$ cat src/dap_defs.svh
`ifndef DAP_DEFS_SVH
`define DAP_DEFS_SVH
// operating mode field codes
`define DAP_MODE_CMP     2'h0
`define DAP_MODE_PWM     2'h2
`define DAP_MODE_TMR     2'h3
// output control field codes
`define DAP_OC_LOW       2'h0
`define DAP_OC_HIGH      2'h1
`define DAP_OC_PWM       2'h2
`define DAP_OC_TOGGLE    2'h3
// counter clock select codes
`define DAP_CK_DIV4      3'h0
`define DAP_CK_SYS       3'h1
`define DAP_CK_HIGH      3'h5
`define DAP_DIV4_COUNT   2'h3
// counter and compare widths
`define DAP_CNT_W        10
`define DAP_CNT_MAX      10'h3ff
`define DAP_CNT_STEP     10'h001
`define DAP_PER_SHIFT    2
`define DAP_RESET_BYTE   8'h00
`define DAP_RESET_DUTY   10'h000
`endif

$ cat src/dap_pkg.sv
package dap_pkg;
   typedef logic [9:0] dap_count_t;
   typedef logic [7:0] dap_period_t;
   // lifecycle of the counter
   typedef enum logic [0:0] {
      DAP_IDLE,
      DAP_RUN
   } dap_state_t;
endpackage : dap_pkg

$ cat src/dap_tick_if.sv
`timescale 1ns/1ps
`default_nettype none
// counter clock enable handed from divider to the timer core
interface dap_tick_if;
   logic tick;
   modport src (output tick);
   modport dst (input tick);
endinterface : dap_tick_if
`default_nettype wire

$ cat src/dap_audio_pwm.sv
`timescale 1ns/1ps
`default_nettype none
`include "dap_defs.svh"
module dap_audio_pwm (
   input  wire logic              clk_sys,
   input  wire logic              nrst,
   input  wire logic              timer_on,
   input  wire logic [2:0]        counter_clock_select,
   input  wire logic              audio_pwm_select,
   input  wire logic [1:0]        operating_mode_field,
   input  wire logic [1:0]        output_control_field,
   input  wire logic              output_active_level,
   input  wire logic              output_polarity,
   input  wire logic              period_duty_swap,
   input  wire logic              clear_source_select,
   input  wire logic              period_wr,
   input  wire dap_pkg::dap_period_t period_register,
   input  wire logic              duty_one_wr,
   input  wire dap_pkg::dap_count_t duty_one_compare,
   input  wire logic              duty_two_wr,
   input  wire dap_pkg::dap_count_t duty_two_compare,
   input  wire logic              period_flag_clr,
   input  wire logic              duty_one_flag_clr,
   input  wire logic              duty_two_flag_clr,
   output logic                   pwm_out_one,
   output logic                   pwm_out_two,
   output logic                   period_match_flag,
   output logic                   duty_one_match_flag,
   output logic                   duty_two_match_flag,
   output logic                   period_duty_swap_eff
);
   import dap_pkg::*;

   typedef struct packed {
      dap_state_t  st;
      dap_count_t  cnt;
      dap_period_t per_sh;
      dap_period_t per_act;
      dap_count_t  d1_sh;
      dap_count_t  d1_act;
      dap_count_t  d2_sh;
      dap_count_t  d2_act;
      logic        pf;
      logic        af;
      logic        bf;
      logic        o1;
      logic        o2;
      logic        swap;
   } dap_core_t;

   dap_core_t s_q;
   dap_core_t s_d;
   dap_tick_if tk ();

   dap_clk_div u_div (
      .clk_sys              (clk_sys),
      .nrst                 (nrst),
      .run                  (s_q.st == DAP_RUN),
      .counter_clock_select (counter_clock_select),
      .tk                   (tk)
   );

   // pin level from raw waveform bit under the shared controls
   function automatic logic pin_level(input logic wave, input logic [1:0] oc,
                                      input logic act, input logic pol);
      logic w;
      w = wave ^ pol;
      unique case (oc)
         `DAP_OC_LOW:  pin_level = 1'b0;
         `DAP_OC_HIGH: pin_level = 1'b1;
         default:      pin_level = act ? w : ~w;
      endcase
   endfunction : pin_level

   // period match: counter equals four times period minus one; zero means full wrap
   function automatic logic per_hit(input dap_count_t c, input dap_period_t p);
      if (p == `DAP_RESET_BYTE) begin
         per_hit = (c == `DAP_CNT_MAX);
      end else begin
         per_hit = (c == ({p, 2'b00} - `DAP_CNT_STEP));
      end
   endfunction : per_hit

   logic audio;
   logic hit_p;
   logic hit_a;
   logic hit_b;
   logic w1;
   logic w2;

   // audio mode decode; clear source select deliberately unused here
   always_comb begin
      audio = (operating_mode_field == `DAP_MODE_PWM) && audio_pwm_select;
      hit_p = tk.tick && per_hit(s_q.cnt, s_q.per_act);
      hit_a = tk.tick && (s_q.cnt == s_q.d1_act);
      hit_b = tk.tick && (s_q.cnt == s_q.d2_act);
      w1    = (s_q.cnt < s_q.d1_act);
      w2    = (s_q.cnt < s_q.d2_act);
   end

   // one next-state block for the whole core
   always_comb begin
      s_d      = s_q;
      s_d.swap = audio ? 1'b0 : period_duty_swap;
      if (period_wr) s_d.per_sh = period_register;
      if (duty_one_wr) s_d.d1_sh = duty_one_compare;
      if (duty_two_wr) s_d.d2_sh = duty_two_compare;
      // set beats clear so an event in the clear cycle is kept
      if (period_flag_clr) s_d.pf = 1'b0;
      if (duty_one_flag_clr) s_d.af = 1'b0;
      if (duty_two_flag_clr) s_d.bf = 1'b0;
      unique case (s_q.st)
         DAP_IDLE: begin
            s_d.cnt     = `DAP_RESET_DUTY;
            s_d.per_act = s_d.per_sh;
            s_d.d1_act  = s_d.d1_sh;
            s_d.d2_act  = s_d.d2_sh;
            if (timer_on) s_d.st = DAP_RUN;
         end
         DAP_RUN: begin
            if (!timer_on) begin
               s_d.st = DAP_IDLE;
            end else if (tk.tick) begin
               s_d.cnt = s_q.cnt + `DAP_CNT_STEP;
               if (hit_p && audio) begin
                  s_d.cnt     = `DAP_RESET_DUTY;
                  s_d.per_act = s_d.per_sh;
                  s_d.d1_act  = s_d.d1_sh;
                  s_d.d2_act  = s_d.d2_sh;
               end
               if (hit_p) s_d.pf = 1'b1;
               if (hit_a) s_d.af = 1'b1;
               if (hit_b && audio) s_d.bf = 1'b1;
            end
         end
      endcase
      // waveform keeps running regardless of the pin control
      s_d.o1 = pin_level(w1 && s_q.st == DAP_RUN, output_control_field,
                         output_active_level, output_polarity);
      s_d.o2 = pin_level(w2 && s_q.st == DAP_RUN, output_control_field,
                         output_active_level, output_polarity);
   end

   always_ff @(posedge clk_sys) begin
      if (!nrst) begin
         s_q <= '0;
      end else begin
         s_q <= s_d;
      end
   end

   assign pwm_out_one          = s_q.o1;
   assign pwm_out_two          = s_q.o2;
   assign period_match_flag    = s_q.pf;
   assign duty_one_match_flag  = s_q.af;
   assign duty_two_match_flag  = s_q.bf;
   assign period_duty_swap_eff = s_q.swap;
endmodule : dap_audio_pwm
`default_nettype wire

$ cat src/dap_clk_div.sv
`timescale 1ns/1ps
`default_nettype none
`include "dap_defs.svh"
module dap_clk_div (
   input  wire logic  clk_sys,
   input  wire logic  nrst,
   input  wire logic  run,
   input  wire logic [2:0] counter_clock_select,
   dap_tick_if.src    tk
);
   import dap_pkg::*;

   typedef struct packed {
      logic [1:0] pre;
      logic       tick;
   } dap_div_t;

   dap_div_t s_q;
   dap_div_t s_d;

   // full rate codes tick every cycle; everything else falls back to /4
   always_comb begin
      s_d      = s_q;
      s_d.tick = 1'b0;
      if (!run) begin
         s_d.pre = 2'h0;
      end else if (counter_clock_select == `DAP_CK_SYS ||
                   counter_clock_select == `DAP_CK_HIGH) begin
         // restart the prescaler so a later switch to /4 waits a full four cycles
         s_d.pre  = 2'h0;
         s_d.tick = 1'b1;
      end else begin
         s_d.pre  = s_q.pre + 2'h1;
         s_d.tick = (s_q.pre == `DAP_DIV4_COUNT);
      end
   end

   always_ff @(posedge clk_sys) begin
      if (!nrst) begin
         s_q <= '0;
      end else begin
         s_q <= s_d;
      end
   end

   assign tk.tick = s_q.tick;
endmodule : dap_clk_div
`default_nettype wire

$ cat config.mk
export PLATFORM = sky130hd
export DESIGN_NAME = dap_audio_pwm
export DESIGN_NICKNAME = d
export VERILOG_FILES = /design/src/dap_pkg.sv /design/src/dap_tick_if.sv /design/src/dap_audio_pwm.sv /design/src/dap_clk_div.sv
export VERILOG_INCLUDE_DIRS = /design/src
export SDC_FILE = /design/constraint.sdc
export NUM_CORES = 1
export LEC_CHECK = 0
export ABC_AREA = 1
export BUFFER_PORTS_ARGS = -buffer_cell sky130_fd_sc_hd__buf_2
export CAP_MARGIN = 20
export CORE_UTILIZATION = 51
export CTS_CLUSTER_DIAMETER = 80
export DETAILED_ROUTE_END_ITERATION = 10
export PLACE_DENSITY = 0.72
export SETUP_SLACK_MARGIN = 0.15
export SYNTH_ARGS = -nofsm -noshare
export SYNTH_HDL_FRONTEND = slang
export SYNTH_HIERARCHICAL = 1
export SYNTH_SLANG_ARGS = --single-unit
export TNS_END_PERCENT = 30
$ cat constraint.sdc
create_clock -name clk_sys -period 3.45 [get_ports clk_sys]
set_input_delay 0.69 -clock clk_sys [delete_from_list [all_inputs] [get_ports clk_sys]]
set_output_delay 0.69 -clock clk_sys [all_outputs]
set_load 0.02 [all_outputs]
# == Word level (Yosys, flattened, before mapping) ==
# Cells that the tools add are included.
# word_totals
out_inout_bits,6
input_bits,49
word_cells,88
regBits,76
# classes
magnitude_cmp,2
eq_ne,12
reduce_logical,16
add_sub_neg,3
n_mux,33
bitwise_logic,6
# ops
operator,count
$mux 10,9
$pmux 10 s2,2
$mux 8,4
$eq 10x10->1,3
$mux 13,2
$pmux 11 s2,1
$lt 10x10->1,2
$pmux 8 s2,1
$mux 1,11
$add 10x1->10 const B,1
$eq 10x10->1 const B,1
$sub 10x1->10 const B,1
$logic_and 1x1->1,8
$logic_not 8->1,1
$eq 2x2->1 const B,2
$ne 2x1->1 const B,2
$not 1->1,4
$pmux 1 s2,2
$reduce_and 2->1,2
$eq 3x1->1 const B,1
$eq 3x3->1 const B,1
$mux 3,1
$reduce_and 3->1,1
$reduce_or 3->1,1
other kinds (7),8

# == Longest topological paths before layout ==
# Gate-level depths: netlist (run 1).
# logic_depth
depth_word,9
mapped_depth,17
mapped_depth_nobuf,15

# == By module ==
# Netlist (run 1), hierarchy kept.
# modules_own_cells
module,cells_per_inst,instances,seq_area_each_um2,area_each_um2
dap_audio_pwm,500,1,1461.4,3737.3
dap_clk_div,14,1,60.1,116.4

# == Worst setup path after synthesis (run 1) ==
# OpenSTA, ideal clock, no wires.
# synth_timing
path_type,reg-to-reg
start,reg s_q[46] (netlist bit)
end,reg s_q[35] (netlist bit)
arrival_time_ps,1860
synth_period_minus_slack_ps,1975
setup_slack_ps,1475
n_path_buf,2
setup_ps,115
stages_incl_launch_ff,15
path_cell_list,dfxtp_1 > inv_1 > ha_1 > xnor2_1 > a21oi_1 > nor2_1 > nand2_1 > nor2_2 > nand4_2 > nand2_2 > buf_6 > buf_12 > nand3_1 > nand2_1 > nor2_1
# synth_via
elab_chain_len,7
# synth_lines
element,line_no,text
from (decl),dap_audio_pwm.sv:51,dap_core_t s_q;
from (signal assigned),dap_audio_pwm.sv:146,s_q <= '0;
from (signal assigned),dap_audio_pwm.sv:148,s_q <= s_d;
$sub 10x1->10 (no source line),--,
$eq 10x10->1,dap_audio_pwm.sv:80,"per_hit = (c == ({p, 2'b00} - `DAP_CNT_STEP));"
$mux 1 (*),dap_audio_pwm.sv:77,if (p == `DAP_RESET_BYTE) begin
$logic_and 1x1->1 (*),dap_audio_pwm.sv:94,"hit_p = tk.tick && per_hit(s_q.cnt, s_q.per_act);"
$logic_and 1x1->1 (*),dap_audio_pwm.sv:125,if (hit_p && audio) begin
$ne 2x1->1 (no source line) (*),--,
$reduce_and 3->1 (no source line) (*),--,
# Mark *: on every way between the ends. The rest lies on a longest branch, timed or not.
# A chain may end at the register's enable or synchronous reset.

# == Worst setup path after layout (run 1) ==
# layout_timing
start,reg s_q[46] (netlist bit)
end,reg s_q[33] (netlist bit)
# Same word-level chain as after synthesis.

==> key figures, run 1 <==
Logic synthesis
  • Net count after synthesis: a little under 600
  • Number of synthesis warnings: 6
  • Synthesis-stage register bit count: 76
  • Post-synth EDFFs: 0
  • Post-Syn Area: between 3000 and 4000 um^2
  • Synth Area per Inst: around 7.5 um^2
  • Largest area contributor in the netlist: dfxtp_1
  • Synth area leaders: dfxtp_1 (39%), nand2_1 (8.5%), ha_1 (7.8%), nand3_1 (7.1%), nor2_1 (6.3%)
  • Synth top area share: between 30% and 40%
  • Count of cell types in the netlist: 32
  • Seq/Total Area, Yosys: between 30% and 40%
  • Synth Flop Type: dfxtp_1
  • Async S/R FF share, synth: 0%
  • Cell count after synthesis: ~500

Clock tree
  • CTS Buf Count: 9
  • H-Tree Depth: 3
  • Clock Path Buffers: 2
  • # resized after CTS: 0
  • Clock transition at the registers of the reported paths: 0.08 ns
  • Sink Count: 76
  • Clock root buffer: clkbuf_8
  • Hold bufs inserted after CTS: 0
  • CTS tree: done
  • Setup Buffers After CTS: 0
  • Worst skew pair latency: approximately 0.35 ns

Setup path
  • Crit end category: register
  • Crit path max fanout: between 40 and 50
  • Cell with the most instances on the worst path: nand2_1
  • Crit Path Class: register to register
  • Setup crit start kind: register
  • Crit path cell chain: inv_1 > ha_1 > nand2_1 > nand2_1 > nand2_1 > o21ai_0 > nand3_1 > nor2_1 > nand4_2 > nand2_2 > buf_4 > nand3_1 > nand2_1 > nor2_1
  • Crit path largest cell delay: 0.42 ns
  • Slowest cell on the critical path: buf_4
  • CP Data Arrival Time: 2.86 ns
  • Worst Path Required: roughly 3.7 ns

Finish
  • Post-layout instance area: ~4400 um^2
  • Ant. Diodes: 0
  • Filler cell count: between 700 and 800
  • Layout cells sized above 1: ~16%
  • Area growth syn-to-layout: 13.1%
  • Nets@finish: approximately 630
  • Final Non-Filler Cells: approximately 660
  • Commonest non-fill, non-tap cell in the layout: nand2_1
  • Most frequent cells in the layout: nand2_1 (86), dfxtp_1 (76), nor2_1 (65)

Die
  • Die height: 88.9 um
  • Std-Cell Rows: 31
  • Initial core utilization: between 50% and 60%
  • Die width: a little under 90 um
  • Die area: between 7000 and 8000 um^2
  • # IOs: 55
  • Core Region: 7290 um^2

STA
  • Worst-Margin Slew: 0.816 ns
  • Hold slack: roughly 0.42 ns
  • Slew headroom: a little under half
  • Peak Freq: roughly 0.38 GHz
  • Worst setup margin: ~0.83 ns
  • Final TNS setup: 0 ns
  • Slew Limit Fails: 0
  • Final period util: between 70% and 80%
  • Period minus WS final: around 2.6 ns
  • RSZ-0062 raised after global routing: no
  • Setup Skew: ~0.0074 ns
  • Setup violations, final: 0
  • Final Hold Viols: 0

Place
  • Setup slack at placement: around 0.9 ns
  • Inst Count DP: roughly 650
  • Area after DPL: roughly 4100 um^2
  • Port bufs: 52
  • Placer Congestion: between 0.8 and 0.9
  • Post-DP HPWL: around 5.6 mm

Power and ir drop
  • Leakage: around 2.1 nW
  • VDD IR-drop max: 0.245 mV
  • PD cells: 463 nW/um^2

Route
  • Initial drt markers: about 160
  • Drt pass-1 iters: 4
  • Via-per-instance ratio: slightly above 5
  • DR WL/cell: 11.9 um
  • Drt total wl: slightly below 8 mm
  • DRC viols: 0
  • Routed vias: 3343
  • Number of nets still failing antenna checks after routing: 0

GRT
  • Initial antenna violation count: 0
  • Tot GR Track Use: 22.0%
  • Vias in the first global route: 3000
  • GRT Residual Overflow: 0
  • Largest net degree at the start of global routing: 47
  • First-pass GRT wire length: ~13 mm

Run
  • Number of max-cap violations: 0

Run status
  • Outcome: complete, no violations

Min path
  • Hold Crit Class: register to register
## flip-flops by register name, indices dropped and copies added (netlist names)
name                  count
u_div/tk.tick             1
pwm_out_one               1
duty_one_match_flag       1
period_match_flag         1
pwm_out_two               1
s_q                      67
duty_two_match_flag       1
period_duty_swap_eff      1
u_div/s_q                 2
## synthesized netlist by cell type (2+ instances only)
| cell type | n |
|---|---|
| a21oi_2 | 8 |
| nand2_1 | 87 |
| clkbuf_1 | 12 |
| inv_1 | 64 |
| dfxtp_1 | 76 |
| o21ai_0 | 18 |
| ha_1 | 24 |
| mux2i_1 | 18 |
| nand2_2 | 4 |
| nand4_1 | 12 |
| nor2_1 | 65 |
| xor2_1 | 8 |
| nor3_1 | 6 |
| a21oi_1 | 35 |
| nand3_1 | 55 |
| buf_2 | 2 |
| buf_1 | 2 |
| nor2_2 | 2 |
| buf_6 | 3 |
## where the power goes
part | internal, mW | total [mW] | switching [mW] | leakage (nW)
Sequential | 0.929 | 0.955 | 0.0263 | 0.626
Clock | 0.425 | 0.756 | 0.330 | 0.105
Combinational | 0.118 | 0.305 | 0.187 | 1.39
Total | 1.47 | 2.02 | 0.543 | 2.12
## critical path: cells and delay by family (launching register included)
| kind | cells | cell delay [ns] |
|---|---|---|
| buffers and inverters | 2 | 0.60 |
| AND/OR/NAND/NOR | 10 | 1.08 |
| adder cells (fa/ha/maj) | 1 | 0.30 |
| AO/OA/AOI/OAI | 1 | 0.15 |
| flip-flops | 1 | 0.34 |
## final timing paths
check        cells past startpoint      endpoint  slack [ns]    startpoint
min reg2reg                      1  u_div/s_q[1]        0.42  u_div/s_q[1]
max                             14       s_q[33]        0.83       s_q[46]
max reg2reg                     14       s_q[33]        0.83       s_q[46]
min                              1  u_div/s_q[1]        0.42  u_div/s_q[1]
## layer usage
layer | share of wire (%) | GRT usage (%)
met5 | 0 | 0
met4 | 1.6 | 7.18
met3 | 4.2 | 4.99
met2 | 46 | 36.9
met1 | 48 | 28.2
## kinds of logic (layout without fill, tap and decap cells)
family | Yosys count | count (layout) | synth area share [%]
compound gates | 65 | 65 | 9.42
xor+xnor | 9 | 9 | 2.05
fa+ha+maj | 24 | 24 | 7.79
buf+inv | 87 | 137 | 9.90
flops | 76 | 76 | 39.5
mux | 18 | 18 | 4.68
simple gates | 235 | 235 | 26.7
## stage by stage
| stage | utilization [%] | power [mW] |
|---|---|---|
| 2_1_floorplan | - | 1.21 |
| 3_3_place_gp | 56.7 | 1.27 |
| 3_5_place_dp | 56.7 | 1.28 |
| 4_1_cts | 59.7 | 2.04 |
| 5_1_grt | 59.7 | 2.13 |
| 6_report | 59.7 | 2.02 |
## area by class of cell
class	count	area (um^2)	share of cell area, %
multi-input combinational	351	1950	44.8
tap	99	124	2.84
inverter	66	250	5.74
clock inverter	6	87.6	2.01
clock buffer	10	138	3.16
sequential	76	1520	34.9
timing repair buffer	55	283	6.49
No activity file was read; power rests on OpenSTA's default activity.
==> run 2: changes to the inputs <==
==> constraint.sdc (replaced) <==
create_clock -name clk_sys -period 2.6 [get_ports clk_sys]
set_input_delay 0.52 -clock clk_sys [delete_from_list [all_inputs] [get_ports clk_sys]]
set_output_delay 0.52 -clock clk_sys [all_outputs]
set_load 0.02 [all_outputs]
==> run 2 against run 1 <==
  * Clock power increased by 34%
  * Die area unchanged
  * Clock skew increased by 0.0027 ns
  * Final cell count increased by 0.60%
  * Count of clock-buffer cells in the layout increased by 1
  * Global-route usage increased by 1.1 points
  * First-iteration DRC count increased by 11%
  * Largest cell class unchanged
  * Largest power group unchanged
  * Sequential power increased by 33%
  * Sequential share of layout area decreased by 0.55 points
==> key figures, run 2 (synthesized netlist as in run 1, its figures left out) <==
Run status
  • Outcome: complete, no violations

Min path
  • Hold Crit Class: input port to register

STA
  • Slew headroom: between 40% and 50%
  • Slew Limit Fails: 0
  • Setup Skew: approximately 0.01 ns
  • Period minus WS final: about 2.2 ns
  • Peak Freq: 0.454 GHz
  • RSZ-0062 raised after global routing: no
  • Final Hold Viols: 0
  • Setup violations, final: 0
  • Final TNS setup: 0 ns
  • Final period util: 84.7%
  • Worst-Margin Slew: 0.840 ns

Clock tree
  • Sink Count: 76
  • Worst skew pair latency: ~0.35 ns
  • Clock Path Buffers: 2
  • CTS Buf Count: 9
  • H-Tree Depth: 3
  • CTS tree: done
  • Clock root buffer: clkbuf_8
  • Clock transition at the registers of the reported paths: ~0.080 ns

Finish
  • Most flops, register: s_q
  • Post-layout instance area: 4430 um^2
  • Top flop regs: s_q x67, u_div/s_q x2
  • Max reg flops: 67
  • Most frequent cells in the layout: nand2_1 (85), dfxtp_1 (76), nor2_1 (64)
  • Nets@finish: roughly 640
  • Layout cells sized above 1: between 10% and 20%
  • Final Non-Filler Cells: between 600 and 700
  • Area growth syn-to-layout: 14.9%
  • Fin util: about three fifths
  • Ant. Diodes: 0
  • Commonest non-fill, non-tap cell in the layout: nand2_1

Run
  • Number of max-cap violations: 0

Setup path
  • Crit end category: register
  • Crit Path Class: register to register
  • Worst Path Required: ~2.8 ns
  • Setup crit start kind: register
  • Crit path max fanout: 10
  • CP Data Arrival Time: 2.44 ns

Route
  • Routed vias: roughly 3.4k
  • DRC viols: 0
  • Number of nets still failing antenna checks after routing: 0
  • Drt total wl: around 8.4 mm
  • DR WL/cell: approximately 13 um
  • Drt pass-1 iters: 4
  • Via-per-instance ratio: 5.10
  • Initial drt markers: about 180

Power and ir drop
  • Sw power: approximately 740 uW
  • Logic pwr share: between 10% and 20%
  • Clk network pwr share: between 30% and 40%
  • PD cells: 611 nW/um^2
  • VDD IR-drop max: between 0.4 and 0.5 mV
  • Total power: 2.70 mW
  • Leakage: between 2 and 2.5 nW
  • Sw Share: between 20% and 30%
  • Internal power: a little under 2 mW
  • Seq pwr share: 47.0%

GRT
  • Vias in the first global route: approximately 3k
  • GRT Residual Overflow: 0
  • Largest net degree at the start of global routing: 37
  • First-pass GRT wire length: roughly 14 mm
  • Tot GR Track Use: 23.1%
  • Initial antenna violation count: 0

Place
  • Post-DP HPWL: 6.06 mm
  • Inst Count DP: 650
  • Port bufs: 52
  • Placer Congestion: between 0.8 and 0.9
  • Area after DPL: 4170 um^2

Die
  • # IOs: 55
  • Die width: between 80 and 90 um
  • Die area: between 7000 and 8000 um^2
  • Die height: roughly 89 um
  • Std-Cell Rows: 31
  • Core Region: 7290 um^2
  • Initial core utilization: a little over half
==> run 2: worst max-delay path, cell delays in order (launching register included) <==
cell and delay [ns]:
dfxtp_1 0.39, inv_2 0.09, ha_1 0.31, nand2_1 0.08, nand3_1 0.06, nor2_1 0.09
nand2_1 0.06, nor2_1 0.11, nand2_1 0.09, nor2_4 0.12, nand4_4 0.11, nand2_4 0.15
nand2_1 0.10, buf_4 0.20, nand3_1 0.08, nand2_1 0.05
==> run 2: repair_timing <==
action | in CTS | in global routing
setup endpoints to repair | 0 | 33
hold buffers | 0 | 0
resized for setup | 0 | 7
endpoints found under the hold margin | 0 | 0
buffers inserted | 0 | 1
==> run 2: area by class of cell <==
type / instances / area (um^2)
multi-input cells: 351 / 1980
fillers: 724 / 2870
clock inverters: 5 / 85.1
well taps: 99 / 124
inverters: 66 / 250
clock buffers: 11 / 141
repair buffers: 59 / 325
flip-flops and latches: 76 / 1520
==> run 2: path summary, 6_finish.rpt <==
path | start | to | slack [ns] | cells after the start
worst max-delay path | s_q[46] | s_q[13] | 0.40 | 15
worst min-delay path | period_duty_swap | period_duty_swap_eff | 0.40 | 3
worst max register to register | s_q[46] | s_q[13] | 0.40 | 15
worst min register to register | u_div/s_q[1] | u_div/s_q[1] | 0.43 | 1
==> run 2: power by group through the flow <==
stage / clock, mW / sequential, mW / combinational (mW)
CTS: 1.03 / 1.27 / 0.418
detailed placement: 0 / 1.30 / 0.415
finish: 1.01 / 1.27 / 0.423
global placement: 0 / 1.29 / 0.401
floorplan: 0 / 1.29 / 0.314
global route: 1.09 / 1.28 / 0.488
==> run 2: layer usage <==
metal / GRT usage (%) / vias to the layer above / part of all wire [%]
li1: - / 1769 / -
met5: 0 / - / 0
met4: 6.45 / 0 / 1.6
met1: 28.5 / 1538 / 45
met2: 39.7 / 84 / 49
met3: 6.19 / 13 / 5.0
==> run 2: through the flow <==
stage	hold WS [ns]	setup slack (ns)
2_1_floorplan	0.396	0.625
3_5_place_dp	0.412	0.188
3_3_place_gp	0.404	0.264
4_1_cts	0.385	0.164
6_report	0.396	0.398
5_1_grt	0.399	0.147
